<file path="config.mk">
export PLATFORM = sky130hd
export DESIGN_NAME = cfg_readback
export DESIGN_NICKNAME = d
export VERILOG_FILES = /design/src/cfg_rb_pkg.sv /design/src/cfg_readback.sv
export SDC_FILE = /design/constraint.sdc
export NUM_CORES = 1
export LEC_CHECK = 0
export BUFFER_PORTS_ARGS = -buffer_cell sky130_fd_sc_hd__buf_2
export CAP_MARGIN = 0
export CORE_MARGIN = 5
export CORE_UTILIZATION = 40
export CTS_CLUSTER_DIAMETER = 40
export DETAILED_ROUTE_END_ITERATION = 8
export PLACE_DENSITY = 0.62
export SLEW_MARGIN = 30
export SYNTH_ARGS = -nofsm -noshare
export SYNTH_HDL_FRONTEND = slang
export SYNTH_SLANG_ARGS = --single-unit
</file>
<file path="constraint.sdc">
create_clock -name ref_clk -period 2.88 [get_ports ref_clk]
set_clock_uncertainty 0.2 [all_clocks]
set_input_delay 0.576 -clock ref_clk [delete_from_list [all_inputs] [get_ports ref_clk]]
set_output_delay 0.576 -clock ref_clk [all_outputs]
set_load 0.05 [all_outputs]
</file>
<file path="src/cfg_rb_pkg.sv">
// Purpose: Shared constants for the boundary-scan configuration readback.
// Assumes: 10-bit instruction register, 32-bit configuration words.
// Notes: Instruction codes carry the final shifted bit as their MSB.
package cfg_rb_pkg;
  // ****************************************
  // Instruction register
  // ****************************************
  localparam int IR_LEN = 10;
  localparam logic [9:0] IR_CFG_IN = 10'h3c5;
  localparam logic [9:0] IR_CFG_OUT = 10'h3c4;
  localparam logic [9:0] IR_SHUTDOWN = 10'h3cd;
  localparam logic [9:0] IR_CAPTURE = 10'h001;
  localparam logic [9:0] IR_RESET_VAL = 10'h3ff;
  // ****************************************
  // Packet words and fields
  // ****************************************
  localparam logic [31:0] SYNC_WORD = 32'haa995566;
  localparam int HDR_TYPE_MSB = 31;
  localparam int HDR_TYPE_LSB = 29;
  localparam int HDR_OP_MSB = 28;
  localparam int HDR_OP_LSB = 27;
  localparam int HDR_REG_MSB = 17;
  localparam int HDR_REG_LSB = 13;
  localparam int HDR_CNT1_MSB = 10;
  localparam int HDR_CNT2_MSB = 26;
  localparam logic [2:0] HDR_TYPE1 = 3'h1;
  localparam logic [2:0] HDR_TYPE2 = 3'h2;
  localparam logic [1:0] OP_READ = 2'h1;
  localparam logic [1:0] OP_WRITE = 2'h2;
  localparam logic [4:0] REG_FRAME_ADDR = 5'h01;
  localparam logic [4:0] REG_FRAME_OUT = 5'h03;
  localparam logic [4:0] REG_CMD = 5'h04;
  localparam logic [31:0] CMD_CRC_RESET = 32'h00000007;
  localparam logic [31:0] CMD_READBACK_CFG = 32'h00000004;
  // ****************************************
  // Timing and reset values
  // ****************************************
  localparam logic [3:0] SHUTDOWN_TCKS = 4'hc;
  localparam logic [2:0] TLR_ONES = 3'h5;
  localparam logic DONE_RESET = 1'b1;
endpackage

</file>
<file path="src/cfg_readback.sv">
// Purpose: Device-side TAP with config-in, config-out and shutdown paths.
// Assumes: tck, tms, tdi arrive asynchronously; ref_clk far faster than tck.
// Notes: Frame data comes from a same-clock memory read port.
`timescale 1ns/100ps
module cfg_readback #(
  parameter int FRAME_WORDS = 4
) (
  input wire logic ref_clk,
  input wire logic rst_n,
  input wire logic tck,
  input wire logic tms,
  input wire logic tdi,
  output logic tdo,
  output logic tdo_oe_n,
  output logic done,
  output logic [31:0] mem_addr,
  input wire logic [31:0] mem_data
);
  typedef enum logic [3:0] {
    TAP_TLR, TAP_RTI, TAP_SEL_DR, TAP_CAP_DR, TAP_SHIFT_DR, TAP_EX1_DR,
    TAP_PAUSE_DR, TAP_EX2_DR, TAP_UPD_DR, TAP_SEL_IR, TAP_CAP_IR,
    TAP_SHIFT_IR, TAP_EX1_IR, TAP_PAUSE_IR, TAP_EX2_IR, TAP_UPD_IR
  } tap_t;

  // Refuse a frame buffer with no words
  if (FRAME_WORDS < 1) begin : g_chk
    $error("FRAME_WORDS must be at least 1");
  end

  // Standard TAP transition on one TCK rise
  function automatic tap_t tap_next(input tap_t s, input logic m);
    unique case (s)
      TAP_TLR: tap_next = m ? TAP_TLR : TAP_RTI;
      TAP_RTI: tap_next = m ? TAP_SEL_DR : TAP_RTI;
      TAP_SEL_DR: tap_next = m ? TAP_SEL_IR : TAP_CAP_DR;
      TAP_CAP_DR: tap_next = m ? TAP_EX1_DR : TAP_SHIFT_DR;
      TAP_SHIFT_DR: tap_next = m ? TAP_EX1_DR : TAP_SHIFT_DR;
      TAP_EX1_DR: tap_next = m ? TAP_UPD_DR : TAP_PAUSE_DR;
      TAP_PAUSE_DR: tap_next = m ? TAP_EX2_DR : TAP_PAUSE_DR;
      TAP_EX2_DR: tap_next = m ? TAP_UPD_DR : TAP_SHIFT_DR;
      TAP_UPD_DR: tap_next = m ? TAP_SEL_DR : TAP_RTI;
      TAP_SEL_IR: tap_next = m ? TAP_TLR : TAP_CAP_IR;
      TAP_CAP_IR: tap_next = m ? TAP_EX1_IR : TAP_SHIFT_IR;
      TAP_SHIFT_IR: tap_next = m ? TAP_EX1_IR : TAP_SHIFT_IR;
      TAP_EX1_IR: tap_next = m ? TAP_UPD_IR : TAP_PAUSE_IR;
      TAP_PAUSE_IR: tap_next = m ? TAP_EX2_IR : TAP_PAUSE_IR;
      TAP_EX2_IR: tap_next = m ? TAP_UPD_IR : TAP_SHIFT_IR;
      TAP_UPD_IR: tap_next = m ? TAP_SEL_DR : TAP_RTI;
    endcase
  endfunction

  // ****************************************
  // Pin synchronisers and edge detection
  // ****************************************
  logic [2:0] tck_s_q;
  logic [1:0] tms_s_q, tdi_s_q;
  logic tck_rise, tck_fall, tms_v, tdi_v;

  // Two flops per pin, third tck flop for edges
  always_ff @(posedge ref_clk) begin
    if (!rst_n) begin
      tck_s_q <= 3'h7; // Idle high: a false fall is harmless, a rise is not
      tms_s_q <= 2'h3;
      tdi_s_q <= 2'h0;
    end else begin
      tck_s_q <= {tck_s_q[1:0], tck};
      tms_s_q <= {tms_s_q[0], tms};
      tdi_s_q <= {tdi_s_q[0], tdi};
    end
  end

  assign tck_rise = tck_s_q[1] & ~tck_s_q[2];
  assign tck_fall = ~tck_s_q[1] & tck_s_q[2];
  assign tms_v = tms_s_q[1];
  assign tdi_v = tdi_s_q[1];

  // ****************************************
  // TAP controller and instruction register
  // ****************************************
  tap_t tap_q, tap_d;
  logic [9:0] ir_q, ir_d, ir_sr_q, ir_sr_d;

  // State walk, capture, shift and update of the IR
  always_comb begin
    tap_d = tap_q;
    ir_d = ir_q;
    ir_sr_d = ir_sr_q;
    if (tck_rise) begin
      tap_d = tap_next(tap_q, tms_v);
      unique case (tap_q)
        TAP_TLR: ir_d = cfg_rb_pkg::IR_RESET_VAL;
        TAP_CAP_IR: ir_sr_d = cfg_rb_pkg::IR_CAPTURE;
        TAP_SHIFT_IR: ir_sr_d = {tdi_v, ir_sr_q[9:1]};
        TAP_UPD_IR: ir_d = ir_sr_q;
        default: ;
      endcase
    end
  end

  always_ff @(posedge ref_clk) begin
    if (!rst_n) begin
      tap_q <= TAP_TLR;
      ir_q <= cfg_rb_pkg::IR_RESET_VAL;
      ir_sr_q <= cfg_rb_pkg::IR_CAPTURE;
    end else begin
      tap_q <= tap_d;
      ir_q <= ir_d;
      ir_sr_q <= ir_sr_d;
    end
  end

  // ****************************************
  // Packet input, flush pipeline, commands, shutdown
  // ****************************************
  logic [31:0] in_sr_q, in_sr_d, w;
  logic [4:0] in_cnt_q, in_cnt_d;
  logic [31:0] pipe_q [2];
  logic [31:0] pipe_d [2];
  logic [1:0] pv_q, pv_d;
  logic synced_q, synced_d, rb_mode_q, rb_mode_d, rd_hdr_q, rd_hdr_d;
  logic [10:0] wr_left_q, wr_left_d;
  logic [4:0] wr_reg_q, wr_reg_d;
  logic [31:0] frame_addr_q, frame_addr_d;
  logic arm_q, arm_d;
  logic [26:0] arm_cnt_q, arm_cnt_d;
  logic busy_q, busy_d, done_q, done_d;
  logic [3:0] sh_cnt_q, sh_cnt_d;

  // Words run through two stages; only a pushed-out word takes effect
  always_comb begin
    in_sr_d = in_sr_q;
    in_cnt_d = in_cnt_q;
    pipe_d = pipe_q;
    pv_d = pv_q;
    synced_d = synced_q;
    rb_mode_d = rb_mode_q;
    rd_hdr_d = rd_hdr_q;
    wr_left_d = wr_left_q;
    wr_reg_d = wr_reg_q;
    frame_addr_d = frame_addr_q;
    arm_d = 1'b0;
    arm_cnt_d = arm_cnt_q;
    busy_d = busy_q;
    done_d = done_q;
    sh_cnt_d = sh_cnt_q;
    w = pipe_q[1];
    if (tck_rise && tap_q == TAP_SHIFT_DR &&
        ir_q == cfg_rb_pkg::IR_CFG_IN) begin
      in_sr_d = {in_sr_q[30:0], tdi_v};
      in_cnt_d = in_cnt_q + 5'h01;
      if (in_cnt_q == 5'h1f) begin
        pipe_d[0] = {in_sr_q[30:0], tdi_v};
        pipe_d[1] = pipe_q[0];
        pv_d = {pv_q[0], 1'b1};
        if (pv_q[1]) begin
          if (!synced_q) begin
            synced_d = (w == cfg_rb_pkg::SYNC_WORD);
          end else if (wr_left_q != 11'h000) begin
            wr_left_d = wr_left_q - 11'h001;
            if (wr_reg_q == cfg_rb_pkg::REG_FRAME_ADDR) begin
              frame_addr_d = w;
            end else if (wr_reg_q == cfg_rb_pkg::REG_CMD &&
                         w == cfg_rb_pkg::CMD_READBACK_CFG) begin
              rb_mode_d = 1'b1;
            end else if (wr_reg_q == cfg_rb_pkg::REG_CMD &&
                         w == cfg_rb_pkg::CMD_CRC_RESET) begin
              rb_mode_d = 1'b0;
            end
          end else if (w[31:29] == cfg_rb_pkg::HDR_TYPE1) begin
            rd_hdr_d = 1'b0;
            if (w[28:27] == cfg_rb_pkg::OP_WRITE) begin
              wr_reg_d = w[17:13];
              wr_left_d = w[10:0];
            end else if (w[28:27] == cfg_rb_pkg::OP_READ &&
                         w[17:13] == cfg_rb_pkg::REG_FRAME_OUT &&
                         rb_mode_q) begin
              rd_hdr_d = 1'b1;
              arm_d = 1'b1;
              arm_cnt_d = {16'h0000, w[10:0]};
            end
          end else if (w[31:29] == cfg_rb_pkg::HDR_TYPE2 && rd_hdr_q) begin
            arm_d = 1'b1;
            arm_cnt_d = w[26:0];
          end
        end
      end
    end
    if (tck_rise && tap_q == TAP_CAP_DR) begin
      in_cnt_d = 5'h00;
    end
    if (tck_rise && tap_q == TAP_TLR) begin
      pv_d = 2'h0;
      synced_d = 1'b0;
      wr_left_d = 11'h000;
    end
    // Shutdown starts at update of its instruction, counts TCKs in idle
    if (tck_rise && tap_q == TAP_UPD_IR &&
        ir_sr_q == cfg_rb_pkg::IR_SHUTDOWN) begin
      busy_d = 1'b1;
      done_d = 1'b0;
      sh_cnt_d = 4'h0;
    end else if (tck_rise && busy_q && tap_d == TAP_RTI) begin
      sh_cnt_d = sh_cnt_q + 4'h1;
      if (sh_cnt_q + 4'h1 == cfg_rb_pkg::SHUTDOWN_TCKS) begin
        busy_d = 1'b0;
      end
    end
  end

  always_ff @(posedge ref_clk) begin
    if (!rst_n) begin
      in_sr_q <= 32'h0;
      in_cnt_q <= 5'h00;
      pipe_q <= '{32'h0, 32'h0};
      pv_q <= 2'h0;
      synced_q <= 1'b0;
      rb_mode_q <= 1'b0;
      rd_hdr_q <= 1'b0;
      wr_left_q <= 11'h000;
      wr_reg_q <= 5'h00;
      frame_addr_q <= 32'h0;
      arm_q <= 1'b0;
      arm_cnt_q <= 27'h0;
      busy_q <= 1'b0;
      done_q <= cfg_rb_pkg::DONE_RESET;
      sh_cnt_q <= 4'h0;
    end else begin
      in_sr_q <= in_sr_d;
      in_cnt_q <= in_cnt_d;
      pipe_q <= pipe_d;
      pv_q <= pv_d;
      synced_q <= synced_d;
      rb_mode_q <= rb_mode_d;
      rd_hdr_q <= rd_hdr_d;
      wr_left_q <= wr_left_d;
      wr_reg_q <= wr_reg_d;
      frame_addr_q <= frame_addr_d;
      arm_q <= arm_d;
      arm_cnt_q <= arm_cnt_d;
      busy_q <= busy_d;
      done_q <= done_d;
      sh_cnt_q <= sh_cnt_d;
    end
  end

  // ****************************************
  // Frame buffer, readback shifter and TDO
  // ****************************************
  logic [31:0] fbuf_q [FRAME_WORDS];
  logic [31:0] fbuf_d [FRAME_WORDS];
  logic [31:0] out_sr_q, out_sr_d, addr_q, addr_d;
  logic [4:0] out_cnt_q, out_cnt_d;
  logic [26:0] rd_left_q, rd_left_d;
  logic [15:0] rb_idx_q, rb_idx_d;
  logic load, tdo_q, tdo_d, oe_n_q, oe_n_d;

  // Memory words enter the buffer tail; the shifter takes the head
  always_comb begin
    fbuf_d = fbuf_q;
    out_sr_d = out_sr_q;
    out_cnt_d = out_cnt_q;
    rd_left_d = rd_left_q;
    addr_d = addr_q;
    rb_idx_d = rb_idx_q;
    tdo_d = tdo_q;
    oe_n_d = oe_n_q;
    load = tck_rise && ir_q == cfg_rb_pkg::IR_CFG_OUT &&
           (tap_q == TAP_CAP_DR ||
            (tap_q == TAP_SHIFT_DR && out_cnt_q == 5'h1f));
    if (arm_q) begin
      for (int i = 0; i < FRAME_WORDS; i++) begin
        fbuf_d[i] = 32'h0;
      end
      rd_left_d = arm_cnt_q;
      addr_d = frame_addr_q;
      rb_idx_d = 16'h0000;
    end else if (load) begin
      out_cnt_d = 5'h00;
      out_sr_d = 32'h0;
      if (rd_left_q != 27'h0) begin
        out_sr_d = fbuf_q[0];
        for (int i = 0; i < FRAME_WORDS - 1; i++) begin
          fbuf_d[i] = fbuf_q[i + 1];
        end
        fbuf_d[FRAME_WORDS - 1] = mem_data;
        addr_d = addr_q + 32'h1;
        rd_left_d = rd_left_q - 27'h1;
        if (rb_idx_q != 16'hffff) begin
          rb_idx_d = rb_idx_q + 16'h0001;
        end
      end
    end else if (tck_rise && tap_q == TAP_SHIFT_DR) begin
      out_sr_d = {out_sr_q[30:0], 1'b0};
      out_cnt_d = out_cnt_q + 5'h01;
    end
    // TDO changes on the falling TCK edge
    if (tck_fall) begin
      oe_n_d = !(tap_q == TAP_SHIFT_DR || tap_q == TAP_SHIFT_IR);
      if (tap_q == TAP_SHIFT_IR) begin
        tdo_d = ir_sr_q[0];
      end else if (ir_q == cfg_rb_pkg::IR_CFG_OUT) begin
        tdo_d = out_sr_q[31];
      end else begin
        tdo_d = 1'b0;
      end
    end
  end

  always_ff @(posedge ref_clk) begin
    if (!rst_n) begin
      fbuf_q <= '{default: 32'h0};
      out_sr_q <= 32'h0;
      out_cnt_q <= 5'h00;
      rd_left_q <= 27'h0;
      addr_q <= 32'h0;
      rb_idx_q <= 16'h0000;
      tdo_q <= 1'b0;
      oe_n_q <= 1'b1;
    end else begin
      fbuf_q <= fbuf_d;
      out_sr_q <= out_sr_d;
      out_cnt_q <= out_cnt_d;
      rd_left_q <= rd_left_d;
      addr_q <= addr_d;
      rb_idx_q <= rb_idx_d;
      tdo_q <= tdo_d;
      oe_n_q <= oe_n_d;
    end
  end

  assign tdo = tdo_q;
  assign tdo_oe_n = oe_n_q;
  assign done = done_q;
  assign mem_addr = addr_q;

  // ****************************************
  // Assertions
  // ****************************************
  logic [2:0] ones_q;

  // Consecutive TMS-high rises, for the reset check
  always_ff @(posedge ref_clk) begin
    if (!rst_n) begin
      ones_q <= 3'h0;
    end else if (tck_rise) begin
      ones_q <= !tms_v ? 3'h0 :
                (ones_q == 3'h7 ? ones_q : ones_q + 3'h1);
    end
  end
endmodule // cfg_readback

</file>
# Word-level counts from Yosys, hierarchy flattened
# Cells that the tools add are included.
[totals] regBits=439 in_bits=37 out_inout_bits=35
[classes] addsub=5 n_eq_ne=32 mux=42 n_bitwise=12 reduce_logical=49
[ops] operator="$mux W32" n=6
[ops] operator="$mux W27" n=7
[ops] operator="$eq A32 B3 Y1 const B" n=2
[ops] operator="$pmux W4 S12" n=1
[ops] operator="$pmux W10 S2" n=2
[ops] operator="$mux W11" n=3
[ops] operator="$add A32 B1 Y32 const B" n=1
[ops] operator="$eq A32 B32 Y1 const B" n=1
[ops] operator="$eq A4 B4 Y1 const B" n=8
[ops] operator="$eq A10 B10 Y1 const B" n=3
[ops] operator="$reduce_bool A27 Y1" n=1
[ops] operator="$sub A27 B1 Y27 const B" n=1
[ops] operator="$reduce_and A6 Y1" n=3
[ops] operator="$reduce_bool A2 Y1" n=9
[ops] operator="$eq A4 B3 Y1 const B" n=4
[ops] operator="$mux W4" n=4
[ops] operator="$logic_and A1 B1 Y1" n=14
[ops] operator="$reduce_and A7 Y1" n=2
[ops] operator="$mux W1" n=12
[ops] operator="$reduce_and A2 Y1" n=6
[ops] operator="$reduce_bool A11 Y1" n=1
[ops] operator="$sub A11 B1 Y11 const B" n=1
[ops] operator="$add A5 B1 Y5 const B" n=2
[ops] operator="$eq A5 B5 Y1 const B" n=2
[ops] operator="other kinds (24)" n=44

# Depth between registers and ports, before layout
[depth] word_depth=6 mapped_depth=12 mapped_depth_nobuf=8

# Worst setup path after synthesis
# Ideal clock, no wire load.
[synth_timing] path_kind="register to register" start="register addr_q[0] (netlist: mem_addr[0])" end="register addr_q[24] (netlist: mem_addr[24])" arrival_time_ns=2.365 t_required_ns=2.548 slack_ns=0.183 stages_incl_launch_ff=8 n_path_buf=0 period_less_slack_ns=2.697 cell_sequence="dfxtp_1 ha_1 and4_1 nand4_1 or4_1 nor4_1 xnor2_1 a21oi_1"
[synth_via] elab_chain_len=4
[synth_lines] element="start: declaration" line_no="cfg_readback.sv:251" rtl="logic [31:0] out_sr_q, out_sr_d, addr_q, addr_d;"
[synth_lines] element="start signal: assignment" line_no="cfg_readback.sv:324" rtl="addr_q <= addr_d;"
[synth_lines] element="$add A32 B1 Y32" line_no="cfg_readback.sv:286" rtl="addr_d = addr_q + 32'h1;"
[synth_lines] element="$mux W32" line_no="cfg_readback.sv:280" rtl="if (rd_left_q != 27'h0) begin"
[synth_lines] element="$mux W32" line_no="cfg_readback.sv:277" rtl="end else if (load) begin"
[synth_lines] element="$mux W32" line_no="cfg_readback.sv:270" rtl="if (arm_q) begin"
# Every way passes these cells. The select of a mux whose other input is x is not followed.
# A chain may end at the register's enable or synchronous reset.

# Worst setup path after layout
[layout_timing] start="register rd_left_q[19]" end="register out_sr_q[31]"
[layout_via] elab_chain_len=3
[layout_lines] element="start: declaration" line_no="cfg_readback.sv:253" rtl="logic [26:0] rd_left_q, rd_left_d;"
[layout_lines] element="start signal: assignment" line_no="cfg_readback.sv:323" rtl="rd_left_q <= rd_left_d;"
[layout_lines] element="$reduce_bool A27 Y1" line_no="cfg_readback.sv:280"
[layout_lines] element="$mux W32" line_no="cfg_readback.sv:280"
[layout_lines] element="$mux W32" line_no="cfg_readback.sv:277"
[layout_lines] element="end signal: assignment" line_no="cfg_readback.sv:321" rtl="out_sr_q <= out_sr_d;"
[layout_lines] element="end: declaration" line_no="cfg_readback.sv:251"
# Every way passes these cells.

==> reports/metrics.csv <==
metric,value,unit
synth_top_area_share,49.67,%
synth.avg_cell_area,7.934,um2
timing.setup.tns,0,ns
insertion_delay,0.62,ns
min_path_cells,3,
wl_per_cell,16.73,um
synthTopCellsByArea,"dfxtp_1, nand2_1, a21oi_1",
drc,0,
grt_first_pass_wirelength,79.93,mm
slew_headroom,44.96,%
status,finished clean,
die-area,48540,um2
power_density,648.6,nW/um2
io_buffer_count,71,
fill_cells,4227,
hold_viol_final,0,
seq_area_frac_synth,49.67,%
design.portCount,72,
drv_cap,0,
area_delta_synth_final,20.76,%
grt.total_usage,19.83,%
cp_max_fo,34,
r2r_cells,8,
ant_nets,0,
synthFlopType,dfxtp_1,
tightest_slew,0.8193,ns
htreeDepth,2,
leakage,0.007416,uW
hpwl,31.11,mm
critPathKind,flop to flop,
gr-total-overflow,0,
routed_via_density,5.463,
ys_seq_elements,439,
totalWireLength,49.31,mm
final_cell_mix,"nand2_1, dfxtp_1, a21oi_1",
syn-num-nets,2274,
die_y,220.3,um
core,44030,um2
cts.sink_count,439,
fin_area,21370,um2
first_iter_violations,1450,
antenna_found_initial,0,
first_pass_iters,5,
cp.arrival,3.00,ns
maxSlewViolCount,0,
fp.dieW,220.3,um
cts_tree,built,
period_minus_slack,2.736,ns
required,3.15,ns
power,13860,uW
final_common_cell,nand2_1,
grt_pass1_vias,15070,
fmaxAchievable,0.3655,GHz
clkTransAtPathRegs,0.06,ns
initial_utilization,40.19,%
synthCells,2230,
hp-class,input port to flop,
vias,16110,
cts_root_buf,clkbuf_16,
gp_congestion,0.8728,
yosys.area.top_type,dfxtp_1,
rows,77,
synth_edf_count,0,
yosys_warnings,0,
period_share,95.00,%
cp-start-kind,flop,
numCtsBuffers,61,
placed_area,18900,um2
final_nets,2349,
ir_drop,605.9,uV
netlist_area,17690,um2
layout-drive-gt1-share,12.82,%
setup_viol,0,
grt_max_degree,131,
diodes,0,
crit_path_end_kind,flop,
synth_cell_type_count,68,
ys_async_sr_fraction,0,%
clockBufferDepth,3,
rsz0062_at_grt,true,
[cell usage after synthesis (4+ instances only)]
master / n
dfxtp_1: 439
o22ai_1: 13
a22oi_1: 7
o21a_1: 9
o311ai_0: 7
nor3b_1: 6
o31ai_1: 23
a32oi_1: 6
buf_2: 32
nor3_1: 28
nor2_1: 103
mux2i_1: 9
nand4b_1: 4
or3_1: 14
a2111oi_0: 6
and3_1: 14
xor2_1: 10
clkbuf_1: 120
a221oi_1: 33
a211oi_1: 7
ha_1: 7
nor4_1: 29
nand3_1: 102
buf_1: 14
nand2_1: 614
o211ai_1: 14
inv_1: 12
o21ai_0: 123
and4_1: 7
a31oi_1: 10
nand4_1: 26
and2_1: 10
xnor2_1: 15
a21oi_1: 283
or4_1: 7
nand2b_1: 9
[flip-flops by register name (all words and copies together) (netlist names), 4 cells and up]
register and cells:
in_sr_q 31, tap_q 4, w 32, frame_addr_q 32, out_sr_q 32, out_cnt_q 5
fbuf_q 128, rd_left_q 27, mem_addr 32, in_cnt_q 5, wr_left_q 11, pipe_q 32
ir_q 10, wr_reg_q 5, ir_sr_q 10, arm_cnt_q 27
[cell families after synthesis]
logic type	Yosys count	share of synthesized area (%)
AOI/OAI and AO/OA	571	18.92
xor gates and xnor gates	25	1.238
adders and majority gates	7	0.4950
buffers and inverters	182	4.215
DFF	439	49.67
muxes	11	0.6365
and+or+nand+nor	995	24.83
[per-stage QoR]
step                      worst slack, ns  hold WS [ns]  cells  util (%)
after floorplan                    0.1826        0.1863   2230         -
after CTS                         0.07227      0.002369   2941     48.26
after global routing             -0.02660       0.02816   2948     48.53
after global placement            -0.1373        0.2100   2804     42.93
final                              0.1441       0.02632   2948     48.53
after detailed placement          -0.1652        0.2103   2804     42.93
[area by class of cell]
| class | count | area [um2] | area share (%) |
|---|---|---|---|
| Clock inverter | 45 | 476.7 | 2.231 |
| Sequential cell | 439 | 8788 | 41.13 |
| Tap cell | 592 | 740.7 | 3.467 |
| Inverter | 13 | 51.30 | 0.2401 |
| Multi-Input combinational cell | 1610 | 8249 | 38.61 |
| Timing Repair Buffer | 180 | 1430 | 6.694 |
| Clock buffer | 69 | 1629 | 7.625 |
[path summary, 6_finish.rpt]
path                 start           end  slack, ns
min reg2reg     tms_s_q[0]    tms_s_q[1]       0.22
min           mem_data[12]    fbuf_q[12]       0.03
max reg2reg  rd_left_q[19]  out_sr_q[31]       0.14
max          rd_left_q[19]  out_sr_q[31]       0.14
[critical path, stage by stage (launching register included)]
cell	delay [ns]
dfxtp_1	0.36
nor4_1	0.47
nand4_1	0.29
nor3_4	0.36
buf_12	0.20
nor2_2	0.07
buf_12	0.17
a221oi_1	0.36
nor2_1	0.08
[repair_timing]
action	4_1_cts	5_1_grt
gates cloned	0	2
hold buffers	23	0
pin swaps	0	2
setup buffers	0	5
endpoints found under the hold margin	23	0
gates resized for setup	2	9
setup endpoints to repair	11	97
[power breakdown]
group | switching [uW] | total (uW) | internal [uW]
combinational | 161 | 231 | 70.0
sequential | 8.35 | 6090 | 6080
clock | 3020 | 7540 | 4520
[routing by layer]
layer | routed length (um) | vias up | global-route usage [%]
met2 | 21700 | 467 | 30.04
met1 | 22990 | 7612 | 28.68
met4 | 1440 | 0 | 6.865
li1 | - | 7943 | -
met5 | 0 | - | 0
met3 | 3176 | 84 | 3.325
Power figures use the tool's default switching activity.
